## src/rtl/uss_pkg.sv

```systemverilog
// Package for the synchronous slave serial port: register map, fields,
// reset values and shared types.
// Assumes a 32-bit APB slave, one register per aligned word.
package uss_pkg;

   // ==========================================================
   // Register indices as printed; byte address is index times four
   localparam logic [7:0] IDX_IRQ_FLAGS   = 8'h0C;
   localparam logic [7:0] IDX_RX_STATUS   = 8'h18;
   localparam logic [7:0] IDX_TX_HOLD     = 8'h19;
   localparam logic [7:0] IDX_RX_DATA     = 8'h1A;
   localparam logic [7:0] IDX_IRQ_ENABLES = 8'h8C;
   localparam logic [7:0] IDX_TX_STATUS   = 8'h98;
   localparam logic [7:0] IDX_BAUD_DIV    = 8'h99;
   localparam logic [7:0] IDX_SLEEP_CTRL  = 8'hA0;

   // ==========================================================
   // Field positions
   localparam int FLD_RX_FULL   = 5;  // In irq flags / enables
   localparam int FLD_TX_EMPTY  = 4;
   localparam int FLD_PORT_EN   = 7;  // In receive status/control
   localparam int FLD_RX_NINE   = 6;
   localparam int FLD_SINGLE_RX = 5;
   localparam int FLD_CONT_RX   = 4;
   localparam int FLD_FRAMING   = 2;
   localparam int FLD_OVERRUN   = 1;
   localparam int FLD_RX_BIT8   = 0;
   localparam int FLD_CLK_SRC   = 7;  // In transmit status/control
   localparam int FLD_TX_NINE   = 6;
   localparam int FLD_TX_EN     = 5;
   localparam int FLD_SYNC      = 4;
   localparam int FLD_SHIFT_MT  = 1;
   localparam int FLD_TX_BIT8   = 0;

   // ==========================================================
   // Reset values and masks
   localparam logic [7:0] RST_ZERO     = 8'h00;
   localparam logic [7:0] RST_TX_STAT  = 8'h02;
   localparam logic [7:0] MSK_IRQ_EN   = 8'hF7;
   localparam logic [7:0] MSK_RX_WR    = 8'hF8;
   localparam logic [7:0] MSK_TX_WR    = 8'hF5;
   localparam logic [3:0] BITS_EIGHT   = 4'h8;
   localparam logic [3:0] BITS_NINE    = 4'h9;
   localparam logic [1:0] FIFO_DEPTH   = 2'h2;

   typedef enum logic {
      USS_TX_IDLE,
      USS_TX_SHIFT
   } uss_tx_state_e;

endpackage

```

## src/rtl/uss_link_if.sv

```systemverilog
// Interface carrying synchronised link events from the pin front end
// to the serial core. Assumes a single system clock.
`timescale 1ns/10ps
`default_nettype none
interface uss_link_if;
   logic clk_rise;   // One-cycle pulse, shift clock rose
   logic clk_fall;   // One-cycle pulse, shift clock fell
   logic data_in;    // Synchronised data line level
   modport front (output clk_rise, output clk_fall, output data_in);
   modport core  (input  clk_rise, input  clk_fall, input  data_in);
endinterface
`default_nettype wire

```

## src/rtl/uss_pin_sync.sv

```systemverilog
// Pin front end: two-flop synchronisers for the external shift clock
// and data line, and edge pulses from the synchronised clock.
// Assumes shift clock far slower than the system clock.
`timescale 1ns/10ps
`default_nettype none
module uss_pin_sync (
   input  wire logic sys_clk_i,
   input  wire logic rst_i,
   input  wire logic shift_clk_i,
   input  wire logic data_i,
   uss_link_if.front link
);
   import uss_pkg::*;

   typedef struct packed {
      logic [1:0] clk_sync;
      logic [1:0] dat_sync;
      logic       clk_prev;
   } uss_sync_s;

   uss_sync_s st;
   uss_sync_s next_st;

   // ==========================================================
   // Synchronisers; stage zero is only read by stage one
   always_comb begin
      next_st          = st;
      next_st.clk_sync = {st.clk_sync[0], shift_clk_i};
      next_st.dat_sync = {st.dat_sync[0], data_i};
      next_st.clk_prev = st.clk_sync[1];
   end

   always_ff @(posedge sys_clk_i) begin
      if (rst_i) begin
         st <= '0;
      end else begin
         st <= next_st;
      end
   end

   // Each external edge yields exactly one pulse
   assign link.clk_rise = st.clk_sync[1] & ~st.clk_prev;
   assign link.clk_fall = ~st.clk_sync[1] & st.clk_prev;
   assign link.data_in  = st.dat_sync[1];
endmodule
`default_nettype wire

```

## src/rtl/uss_sync_slave.sv

```systemverilog
// Synchronous slave serial port: APB registers, transmit holding and
// shift registers, receive shift register, two-deep receive buffer.
// Assumes an external master drives the shift clock pin.
//
// Register access over APB was decided locally.
`timescale 1ns/10ps
`default_nettype none
module uss_sync_slave (
   input  wire logic        sys_clk_i,
   input  wire logic        rst_i,
   input  wire logic        psel_i,
   input  wire logic        penable_i,
   input  wire logic        pwrite_i,
   input  wire logic [31:0] paddr_i,
   input  wire logic [31:0] pwdata_i,
   output logic      [31:0] prdata_o,
   output logic             pready_o,
   output logic             pslverr_o,
   input  wire logic        shift_clk_i,
   input  wire logic        data_i,
   output logic             data_o,
   output logic             data_oe_o,
   output logic             wake_o
);
   import uss_pkg::*;

   uss_link_if link ();

   uss_pin_sync u_pin (
      .sys_clk_i   (sys_clk_i),
      .rst_i       (rst_i),
      .shift_clk_i (shift_clk_i),
      .data_i      (data_i),
      .link        (link)
   );

   typedef struct packed {
      logic [31:0]   rdata;
      logic          ready;
      logic          slverr;
      logic          dout;
      logic          doe;
      logic          wake;
      logic [7:0]    irq_en;
      logic          port_en;
      logic          rx_nine;
      logic          single_rx;
      logic          cont_rx;
      logic          overrun;
      logic          framing;
      logic          clk_src;
      logic          tx_nine;
      logic          tx_en;
      logic          sync;
      logic          tx_bit8;
      logic [7:0]    baud;
      logic          sleep;
      logic [7:0]    hold;
      logic          hold_full;
      logic          hold_bit8;
      logic [8:0]    transmit_shift_register;
      logic [3:0]    tx_cnt;
      uss_tx_state_e tx_st;
      logic [8:0]    receive_shift_register;
      logic [3:0]    rx_cnt;
      logic [8:0]    fifo0;
      logic [8:0]    fifo1;
      logic [1:0]    fifo_cnt;
   } uss_state_s;

   uss_state_s st;
   uss_state_s next_st;

   logic       slave_mode;
   logic       rx_active;
   logic       tx_active;
   logic       access;
   logic [7:0] idx;
   logic       tx_empty_flag;
   logic       rx_full_flag;

   // ==========================================================
   // Mode decode: slave when port enabled, sync on and clock source clear
   assign slave_mode = st.sync & st.port_en & ~st.clk_src;
   assign rx_active  = slave_mode & st.cont_rx;
   assign tx_active  = slave_mode & st.tx_en & ~rx_active;
   assign access     = psel_i & penable_i & ~st.ready;
   assign idx        = paddr_i[9:2];
   assign tx_empty_flag = ~st.hold_full;
   assign rx_full_flag  = (st.fifo_cnt != 2'h0);

   // ==========================================================
   // Next-state logic: bus, transmitter, receiver
   always_comb begin
      next_st        = st;
      next_st.ready  = access;
      next_st.slverr = 1'b0;
      next_st.rdata  = '0;

      // Transmitter: load shift register when it is idle and a word is held
      if (!tx_active) begin
         next_st.tx_st = USS_TX_IDLE;
         next_st.doe   = 1'b0;
      end else begin
         case (st.tx_st)
            USS_TX_IDLE: begin
               if (st.hold_full) begin
                  next_st.transmit_shift_register       = {st.hold_bit8, st.hold};
                  next_st.hold_full = 1'b0;
                  next_st.tx_cnt    = st.tx_nine ? BITS_NINE : BITS_EIGHT;
                  next_st.tx_st     = USS_TX_SHIFT;
                  next_st.dout      = st.hold[0];
                  next_st.doe       = 1'b1;
               end
            end
            USS_TX_SHIFT: begin
               // Bit changes on rising edge, stands through the falling one
               if (link.clk_rise && st.tx_cnt != 4'h0) begin
                  next_st.tx_cnt = st.tx_cnt - 4'h1;
                  next_st.transmit_shift_register    = {1'b0, st.transmit_shift_register[8:1]};
                  next_st.dout   = st.transmit_shift_register[0];
               end
               // Pin is released only after the last bit has been sampled
               if (link.clk_fall && st.tx_cnt == 4'h0) begin
                  next_st.tx_st = USS_TX_IDLE;
                  next_st.doe   = 1'b0;
               end
            end
            default: next_st.tx_st = USS_TX_IDLE;
         endcase
      end

      // Receiver: sample on falling edge, keeps running while asleep
      if (!rx_active) begin
         next_st.rx_cnt = '0;
      end else if (link.clk_fall) begin
         next_st.receive_shift_register    = {link.data_in, st.receive_shift_register[8:1]};
         next_st.rx_cnt = st.rx_cnt + 4'h1;
         if (st.rx_cnt == (st.rx_nine ? BITS_NINE : BITS_EIGHT) - 4'h1) begin
            next_st.rx_cnt = '0;
            if (st.overrun) begin
               // Word dropped: transfers blocked until cleared
            end else if (st.fifo_cnt == FIFO_DEPTH) begin
               next_st.overrun = 1'b1;
            end else begin
               // Right-justify eight-bit words
               if (st.fifo_cnt == 2'h0) begin
                  next_st.fifo0 = st.rx_nine ? {link.data_in, st.receive_shift_register[8:1]}
                                   : {1'b0, link.data_in, st.receive_shift_register[8:2]};
               end else begin
                  next_st.fifo1 = st.rx_nine ? {link.data_in, st.receive_shift_register[8:1]}
                                   : {1'b0, link.data_in, st.receive_shift_register[8:2]};
               end
               next_st.fifo_cnt = st.fifo_cnt + 2'h1;
            end
         end
      end

      // Register access; takes effect in the access cycle
      if (access && pwrite_i) begin
         case (idx)
            IDX_IRQ_ENABLES: next_st.irq_en = pwdata_i[7:0] & MSK_IRQ_EN;
            IDX_RX_STATUS: begin
               next_st.port_en   = pwdata_i[FLD_PORT_EN];
               next_st.rx_nine   = pwdata_i[FLD_RX_NINE];
               next_st.single_rx = pwdata_i[FLD_SINGLE_RX];
               next_st.cont_rx   = pwdata_i[FLD_CONT_RX];
               if (!pwdata_i[FLD_CONT_RX]) begin
                  // An overrun raised in this very cycle still wins
                  next_st.overrun = next_st.overrun & ~st.overrun;
                  next_st.framing = 1'b0;
               end
            end
            IDX_TX_STATUS: begin
               next_st.clk_src = pwdata_i[FLD_CLK_SRC];
               next_st.tx_nine = pwdata_i[FLD_TX_NINE];
               next_st.tx_en   = pwdata_i[FLD_TX_EN];
               next_st.sync    = pwdata_i[FLD_SYNC];
               next_st.tx_bit8 = pwdata_i[FLD_TX_BIT8];
               if (!pwdata_i[FLD_TX_EN]) begin
                  next_st.hold_full = 1'b0;   // Transmitter reset
               end
            end
            IDX_TX_HOLD: begin
               // Latches current ninth bit with the data
               if (st.tx_en) begin
                  next_st.hold      = pwdata_i[7:0];
                  next_st.hold_bit8 = st.tx_bit8;
                  next_st.hold_full = 1'b1;
               end
            end
            IDX_BAUD_DIV:   next_st.baud  = pwdata_i[7:0];
            IDX_SLEEP_CTRL: next_st.sleep = pwdata_i[0];
            IDX_IRQ_FLAGS, IDX_RX_DATA: ;
            default: next_st.slverr = 1'b1;
         endcase
      end else if (access) begin
         case (idx)
            IDX_IRQ_FLAGS: begin
               next_st.rdata[FLD_RX_FULL]  = rx_full_flag;
               next_st.rdata[FLD_TX_EMPTY] = tx_empty_flag;
            end
            IDX_RX_STATUS: begin
               next_st.rdata[FLD_PORT_EN]   = st.port_en;
               next_st.rdata[FLD_RX_NINE]   = st.rx_nine;
               next_st.rdata[FLD_SINGLE_RX] = st.single_rx;
               next_st.rdata[FLD_CONT_RX]   = st.cont_rx;
               next_st.rdata[FLD_FRAMING]   = st.framing;
               next_st.rdata[FLD_OVERRUN]   = st.overrun;
               next_st.rdata[FLD_RX_BIT8]   = st.fifo0[8];
            end
            IDX_RX_DATA: begin
               // Read pops buffer, which advances the ninth bit
               next_st.rdata[7:0] = st.fifo0[7:0];
               if (st.fifo_cnt != 2'h0 && !next_st.fifo_cnt[1]) begin
                  next_st.fifo0    = next_st.fifo1;
               end
               if (st.fifo_cnt != 2'h0) begin
                  next_st.fifo0    = (next_st.fifo_cnt == 2'h2)
                                   ? next_st.fifo1 : st.fifo1;
                  next_st.fifo_cnt = next_st.fifo_cnt - 2'h1;
               end
            end
            IDX_IRQ_ENABLES: next_st.rdata[7:0] = st.irq_en;
            IDX_TX_STATUS: begin
               next_st.rdata[FLD_CLK_SRC]  = st.clk_src;
               next_st.rdata[FLD_TX_NINE]  = st.tx_nine;
               next_st.rdata[FLD_TX_EN]    = st.tx_en;
               next_st.rdata[FLD_SYNC]     = st.sync;
               next_st.rdata[FLD_SHIFT_MT] = (st.tx_st == USS_TX_IDLE);
               next_st.rdata[FLD_TX_BIT8]  = st.tx_bit8;
            end
            IDX_BAUD_DIV:   next_st.rdata[7:0] = st.baud;
            IDX_SLEEP_CTRL: next_st.rdata[0]   = st.sleep;
            IDX_TX_HOLD: ;
            default: next_st.slverr = 1'b1;
         endcase
      end

      // Wake request from enabled flags, independent of sleep state
      next_st.wake = (tx_empty_flag & st.irq_en[FLD_TX_EMPTY])
                   | (rx_full_flag & st.irq_en[FLD_RX_FULL]);
   end

   always_ff @(posedge sys_clk_i) begin
      if (rst_i) begin
         st         <= '0;
         st.tx_st   <= USS_TX_IDLE;
         st.irq_en  <= RST_ZERO;
         st.baud    <= RST_ZERO;
      end else begin
         st <= next_st;
      end
   end

   // ==========================================================
   // Outputs straight from flip-flops
   assign prdata_o  = st.rdata;
   assign pready_o  = st.ready;
   assign pslverr_o = st.slverr;
   assign data_o    = st.dout;
   assign data_oe_o = st.doe;
   assign wake_o    = st.wake;
endmodule
`default_nettype wire

```

## config.mk

```make
export PLATFORM = sky130hd
export DESIGN_NAME = uss_sync_slave
export DESIGN_NICKNAME = d
export VERILOG_FILES = /design/src/rtl/uss_pkg.sv /design/src/rtl/uss_link_if.sv /design/src/rtl/uss_pin_sync.sv /design/src/rtl/uss_sync_slave.sv
export SDC_FILE = /design/constraint.sdc
export NUM_CORES = 1
export LEC_CHECK = 0
export ABC_AREA = 1
export BUFFER_PORTS_ARGS = -buffer_cell sky130_fd_sc_hd__clkbuf_2
export CORE_UTILIZATION = 45
export CTS_CLUSTER_SIZE = 20
export DETAILED_ROUTE_END_ITERATION = 10
export PLACE_DENSITY = 0.75
export REMOVE_ABC_BUFFERS = 1
export SYNTH_ARGS = -nofsm -noshare
export SYNTH_HDL_FRONTEND = slang
export SYNTH_SLANG_ARGS = --single-unit
```

## constraint.sdc

```tcl
create_clock -name sys_clk_i -period 2.58 [get_ports sys_clk_i]
set_input_delay 0.774 -clock sys_clk_i [delete_from_list [all_inputs] [get_ports sys_clk_i]]
set_output_delay 0.774 -clock sys_clk_i [all_outputs]
set_load 0.02 [all_outputs]
```

==> results of run 1 <==
==> tightest hold or removal path, stage by stage, from the launching register on <==
cell and delay (ns):
dfxtp_1 0.31, inv_1 0.04, nor2_1 0.03
==> path summary, 6_finish.rpt <==
check,start,endpoint,cells after the start
max,st[73]$_SDFFE_PP0P_,st[16]$_SDFF_PP0_,11
min,u_pin.next_st[4]$_SDFF_PP0_,u_pin.next_st[0]$_SDFF_PP0_,2
min reg2reg,u_pin.next_st[4]$_SDFF_PP0_,u_pin.next_st[0]$_SDFF_PP0_,2
max reg2reg,st[73]$_SDFFE_PP0P_,st[16]$_SDFF_PP0_,11
==> cell type report <==
type | count | area (um^2)
fill | 1098 | 5480
multi-input combinational | 493 | 2460
sequential | 100 | 2000
timing repair buffer | 52 | 315
inverter | 73 | 274
tap | 140 | 175
clock buffer | 10 | 128
clock inverter | 6 | 56.3
==> report_power, final <==
group | switching [mW] | internal (mW) | total (mW)
clock network | 0.586 | 0.372 | 0.958
logic | 0.0936 | 0.0306 | 0.124
registers | 0.00216 | 1.55 | 1.55
==> flip-flops by register name (all words and copies together), names as in the netlist <==
register and cells:
data_o 1, data_oe_o 1, prdata_o 8, pready_o 1
pslverr_o 1, st 82, u_pin.link.data_in 1, u_pin.next_st 3
u_pin.st 1, wake_o 1
==> cell families after synthesis <==
family                   after synthesis  synth area share, %
AND/OR/NAND/NOR                      279                 25.3
flip-flops                           100                 39.8
buffers and inverters                137                 13.1
XOR/XNOR                               4                0.696
other                                  1               0.0745
AO/OA/AOI/OAI                        180                 19.5
adder cells (fa/ha/maj)                6                 1.49
==> cells in the mapped netlist, types with 2 or more instances <==
master / number
nand2_1: 122
dfxtp_1: 100
a21oi_1: 79
nor2_1: 72
inv_1: 62
o21ai_0: 58
buf_4: 33
nand3_1: 33
nand4_1: 23
clkbuf_1: 17
buf_2: 12
inv_2: 11
o21ai_1: 11
nor3_1: 9
a22oi_1: 8
o21bai_1: 8
ha_1: 6
a211oi_1: 5
nand2_2: 4
nor2_2: 3
nor2_4: 3
o22ai_1: 3
xor2_1: 3
nand3_4: 2
nor4_1: 2
o2bb2ai_1: 2
==> per-layer routing <==
metal | global-route usage (%) | vias to the layer above
li1 | - | 2347
met1 | 29.4 | 2020
met2 | 31.5 | 152
met3 | 3.21 | 11
met4 | 5.58 | 0
met5 | 0 | -
==> through the flow <==
stage | cell area (um^2) | utilization (%) | setup slack, ns
detailed placement | 5230 | 48.0 | 0.396
finish | 5410 | 49.7 | 0.437
CTS | 5410 | 49.7 | 0.436
global route | 5410 | 49.7 | 0.184
floorplan | 4730 | - | 0.355
global placement | 5230 | 48.0 | 0.401
==> impl_metrics.tcl, run 1 <==
set metrics [dict create \
    die_y_um 108 \
    holdBufCountCts 0 \
    synth_top_area_share_pct 39.8 \
    gp_congestion 0.860 \
    num_io_pins 108 \
    fin_cells 874 \
    arrival_ns 2.40 \
    die_x_um 108 \
    via_per_inst 5.18 \
    fin_crit_sh_pct 83.1 \
    cts.sinks 100 \
    yosysSeqAreaShare_pct 39.8 \
    cts_tree "built" \
    fmax_mhz 467 \
    leakage_nw 2.23 \
    holdWs_ns 0.406 \
    synth_edf_count 0 \
    cts-root-buf "clkbuf_8" \
    numPortBuffers 35 \
    antenna_found_initial 0 \
    report.final.slew_viol_count 0 \
    syn_to_final_growth_pct 7.43 \
    wl_met1_um 5460 \
    drc 0 \
    syn_area_mm2 0.00503 \
    finalSetupViolCount 0 \
    cp_cell_sequence "nand4_1 -> nor2_1 -> nand3_1 -> nand2_1 -> nand2_1 -> ha_1 -> buf_4 -> nor2_1 -> nor2_1 -> a21oi_1 -> a21oi_1" \
    dp.cells 858 \
    hold_class "register to register" \
    ys_types 42 \
    max_stage_delay_ns 0.50 \
    post_cts_buffers 0 \
    max_slew.worst_pin.slew_ns 0.699 \
    synth_seq_cells 100 \
    ctsLongestPathBuffers 2 \
    path_max_fanout 18 \
    ys.flop_type "dfxtp_1" \
    met2_length_um 5060 \
    wl_per_cell_um 12.9 \
    status "complete, no violations" \
    clk_latency_ns 0.37 \
    path_clk_slew_ns 0.10 \
    syn_inst 707 \
    p_total_mw 2.63 \
    drt-total-wl_um 11300 \
    drt_pass1_iterations 5 \
    critPathSlowestCell "dfxtp_1" \
    slew_headroom_pct 53.0 \
    finalCriticalPeriod_ns 2.14 \
    cellPowerDensity_mw_per_mm2 487 \
    grt_pass1_wl_um 18700 \
    start_util_pct 46.2 \
    cts_resized 0 \
    grt_max_degree 41 \
    grt_overflow 0 \
    max-cap-violations 0 \
    async_reset_ff_share_pct 0 \
    layout.nets 806 \
    dr_wl_met3_um 618 \
    core_area_mm2 0.0109 \
    worst-setup-path-type "register to register" \
    ant_nets 0 \
    rrSetupSlack_ns 0.44 \
    irDropWorstVdd_v 0.000342 \
    top_layer_used "met4" \
    cp.required_ns 2.84 \
    synth_area_leaders "dfxtp_1 40%, nand2_1 9.1%, a21oi_1 7.9%" \
    drive_gt1_share_pct 12.9 \
    grt_pass1_vias 3865 \
    fin_skew_ns 0.0180 \
    syn_area_per_cell_um2 7.12 \
    post-dp-hpwl_um 7860 \
    layout_commonest_cell "nand2_1" \
    antennaDiodeCount 0 \
    drt_iter0_markers 364 \
    num_rows 38 \
    die_area_mm2 0.0116 \
    grt_use_total_pct 20.4 \
    htreeDepth 3 \
    crit_family "simple AND/OR/NAND/NOR gates" \
    start_kind "register" \
    vias 4530 \
    cp_num_buf_inv 1 \
    cts_buffers 9 \
    final_cell_mix "122 x nand2_1, 100 x dfxtp_1, 79 x a21oi_1" \
    end_kind "register" \
    final-hold-violation-count 0 \
    fin_tns_setup_ns 0 \
    cp_common_cell "nor2_1" \
    rsz0062_at_grt "no" \
    synth-warning-count 0 \
    synth_top_area_cell "dfxtp_1" \
]
Power figures use the tool's default switching activity.
==> run 2: changes to the inputs <==
clock period = 2.1 ns   (was 2.58 ns; I/O delays follow)
==> impl_metrics.tcl, run 2 (synthesized netlist as in run 1, its figures left out) <==
set metrics [dict create \
    core_area_mm2 0.0109 \
    vias 4589 \
    antennaDiodeCount 0 \
    cts_buffers 9 \
    post-dp-hpwl_um 8090 \
    syn_to_final_growth_pct 10.6 \
    fin_crit_sh_pct 91.2 \
    max_slew.worst_pin.slew_ns 0.489 \
    grt_use_total_pct 20.8 \
    slew_headroom_pct 67.0 \
    drt_iter0_markers 236 \
    cts_tree "built" \
    status "complete, no violations" \
    die_y_um 108 \
    irDropWorstVdd_v 0.000397 \
    finalCriticalPeriod_ns 1.92 \
    fin_cells 886 \
    ctsLongestPathBuffers 2 \
    die_x_um 108 \
    worst-setup-path-type "register to register" \
    cellPowerDensity_mw_per_mm2 607 \
    gp_congestion 0.834 \
    num_rows 38 \
    grt_pass1_vias 3963 \
    use_met2_pct 31.2 \
    path_max_fanout 18 \
    grt_overflow 0 \
    start_kind "register" \
    place_area_mm2 0.00533 \
    ant_nets 0 \
    arrival_ns 2.19 \
    fin_tns_setup_ns 0 \
    via_per_inst 5.18 \
    drt_pass1_iterations 5 \
    use_met1_pct 29.0 \
    cts-root-buf "clkbuf_8" \
    clk_latency_ns 0.38 \
    layout.nets 818 \
    start_util_pct 46.2 \
    path_clk_slew_ns 0.10 \
    end_kind "register" \
    top_register "st" \
    rsz0062_at_grt "no" \
    drc 0 \
    antenna_found_initial 0 \
    final-hold-violation-count 0 \
    layout_commonest_cell "nand2_1" \
    dp.cells 869 \
    report.final.slew_viol_count 0 \
    leakage_nw 2.31 \
    die_area_mm2 0.0116 \
    finalSetupViolCount 0 \
    cts.sinks 100 \
    fmax_mhz 522 \
    htreeDepth 3 \
    num_io_pins 108 \
    use_met3_pct 2.48 \
    numPortBuffers 35 \
    grt_max_degree 39 \
    cp.required_ns 2.37 \
    max-cap-violations 0 \
    fin_util_pct 51.1 \
    wl_per_cell_um 12.9 \
    final_cell_mix "122 x nand2_1, 96 x dfxtp_1, 78 x a21oi_1" \
    grt_pass1_wl_um 18800 \
    fin_area_mm2 0.00557 \
    busiest_layer "met2" \
    seqCellArea_mm2 0.00201 \
    fillers 1074 \
    multiInputGateArea_mm2 0.00247 \
    largest_register_ffs 82 \
    fin_skew_ns 0.0138 \
    hold_class "register to register" \
    drt-total-wl_um 11500 \
    drive_gt1_share_pct 15.4 \
]
[run 2: critical path, cell delays in order, from the launching register on]
cell,delay [ns]
dfxtp_1,0.41
nand2_2,0.10
nor2_4,0.12
nand3_4,0.09
nor2_4,0.10
nand2_2,0.07
nand2_1,0.08
o21ai_2,0.07
ha_1,0.24
buf_12,0.16
nor2_1,0.08
nor2_1,0.04
a21oi_1,0.16
a21oi_1,0.08
[run 2: power breakdown]
group	switching (mW)	total, mW	leakage (nW)	internal [mW]
Clock	0.720	1.32	0.108	0.603
Sequential	0.00284	1.90	0.808	1.90
Combinational	0.115	0.153	1.40	0.0389
Total	0.837	3.38	2.31	2.54
[run 2: worst paths after layout]
| kind | cells past startpoint | from | end | slack [ns] |
|---|---|---|---|---|
| min reg2reg | 2 | u_pin.next_st[2]$_SDFF_PP0_ | u_pin.link.data_in$_SDFF_PP0_ | 0.40 |
| max reg2reg | 13 | st[76]$_SDFFE_PP0P_ | st[12]$_SDFF_PP0_ | 0.18 |
| max | 13 | st[76]$_SDFFE_PP0P_ | st[12]$_SDFF_PP0_ | 0.18 |
| min | 2 | u_pin.next_st[2]$_SDFF_PP0_ | u_pin.link.data_in$_SDFF_PP0_ | 0.40 |
[run 2: per-stage QoR]
stage          power, mW  hold slack [ns]  worst slack, ns
2_1_floorplan       2.04            0.388           -0.125
3_3_place_gp        2.10            0.391            0.127
3_5_place_dp        2.10            0.392            0.125
4_1_cts             3.41            0.405            0.165
5_1_grt             3.52            0.419           0.0121
6_report            3.38            0.405            0.184
[run 2: repair_timing]
item                       CTS  global route
hold buffers                 0             0
gates resized for setup      0             7
setup buffers                0             1
setup endpoints to repair    0             9
[run 2: layer usage]
layer,vias up,wire length [um]
met1,2060,5610
met3,29,461
met4,0,372
met5,-,0
met2,134,5010
li1,2366,-
[run 2: cell type report]
cell class / count / area share, %
Clock inverter: 6 / 1.33
Inverter: 73 / 4.92
Timing Repair Buffer: 64 / 7.73
Multi-Input combinational cell: 493 / 44.3
Clock buffer: 10 / 2.47
Tap cell: 140 / 3.15
Sequential cell: 100 / 36.1
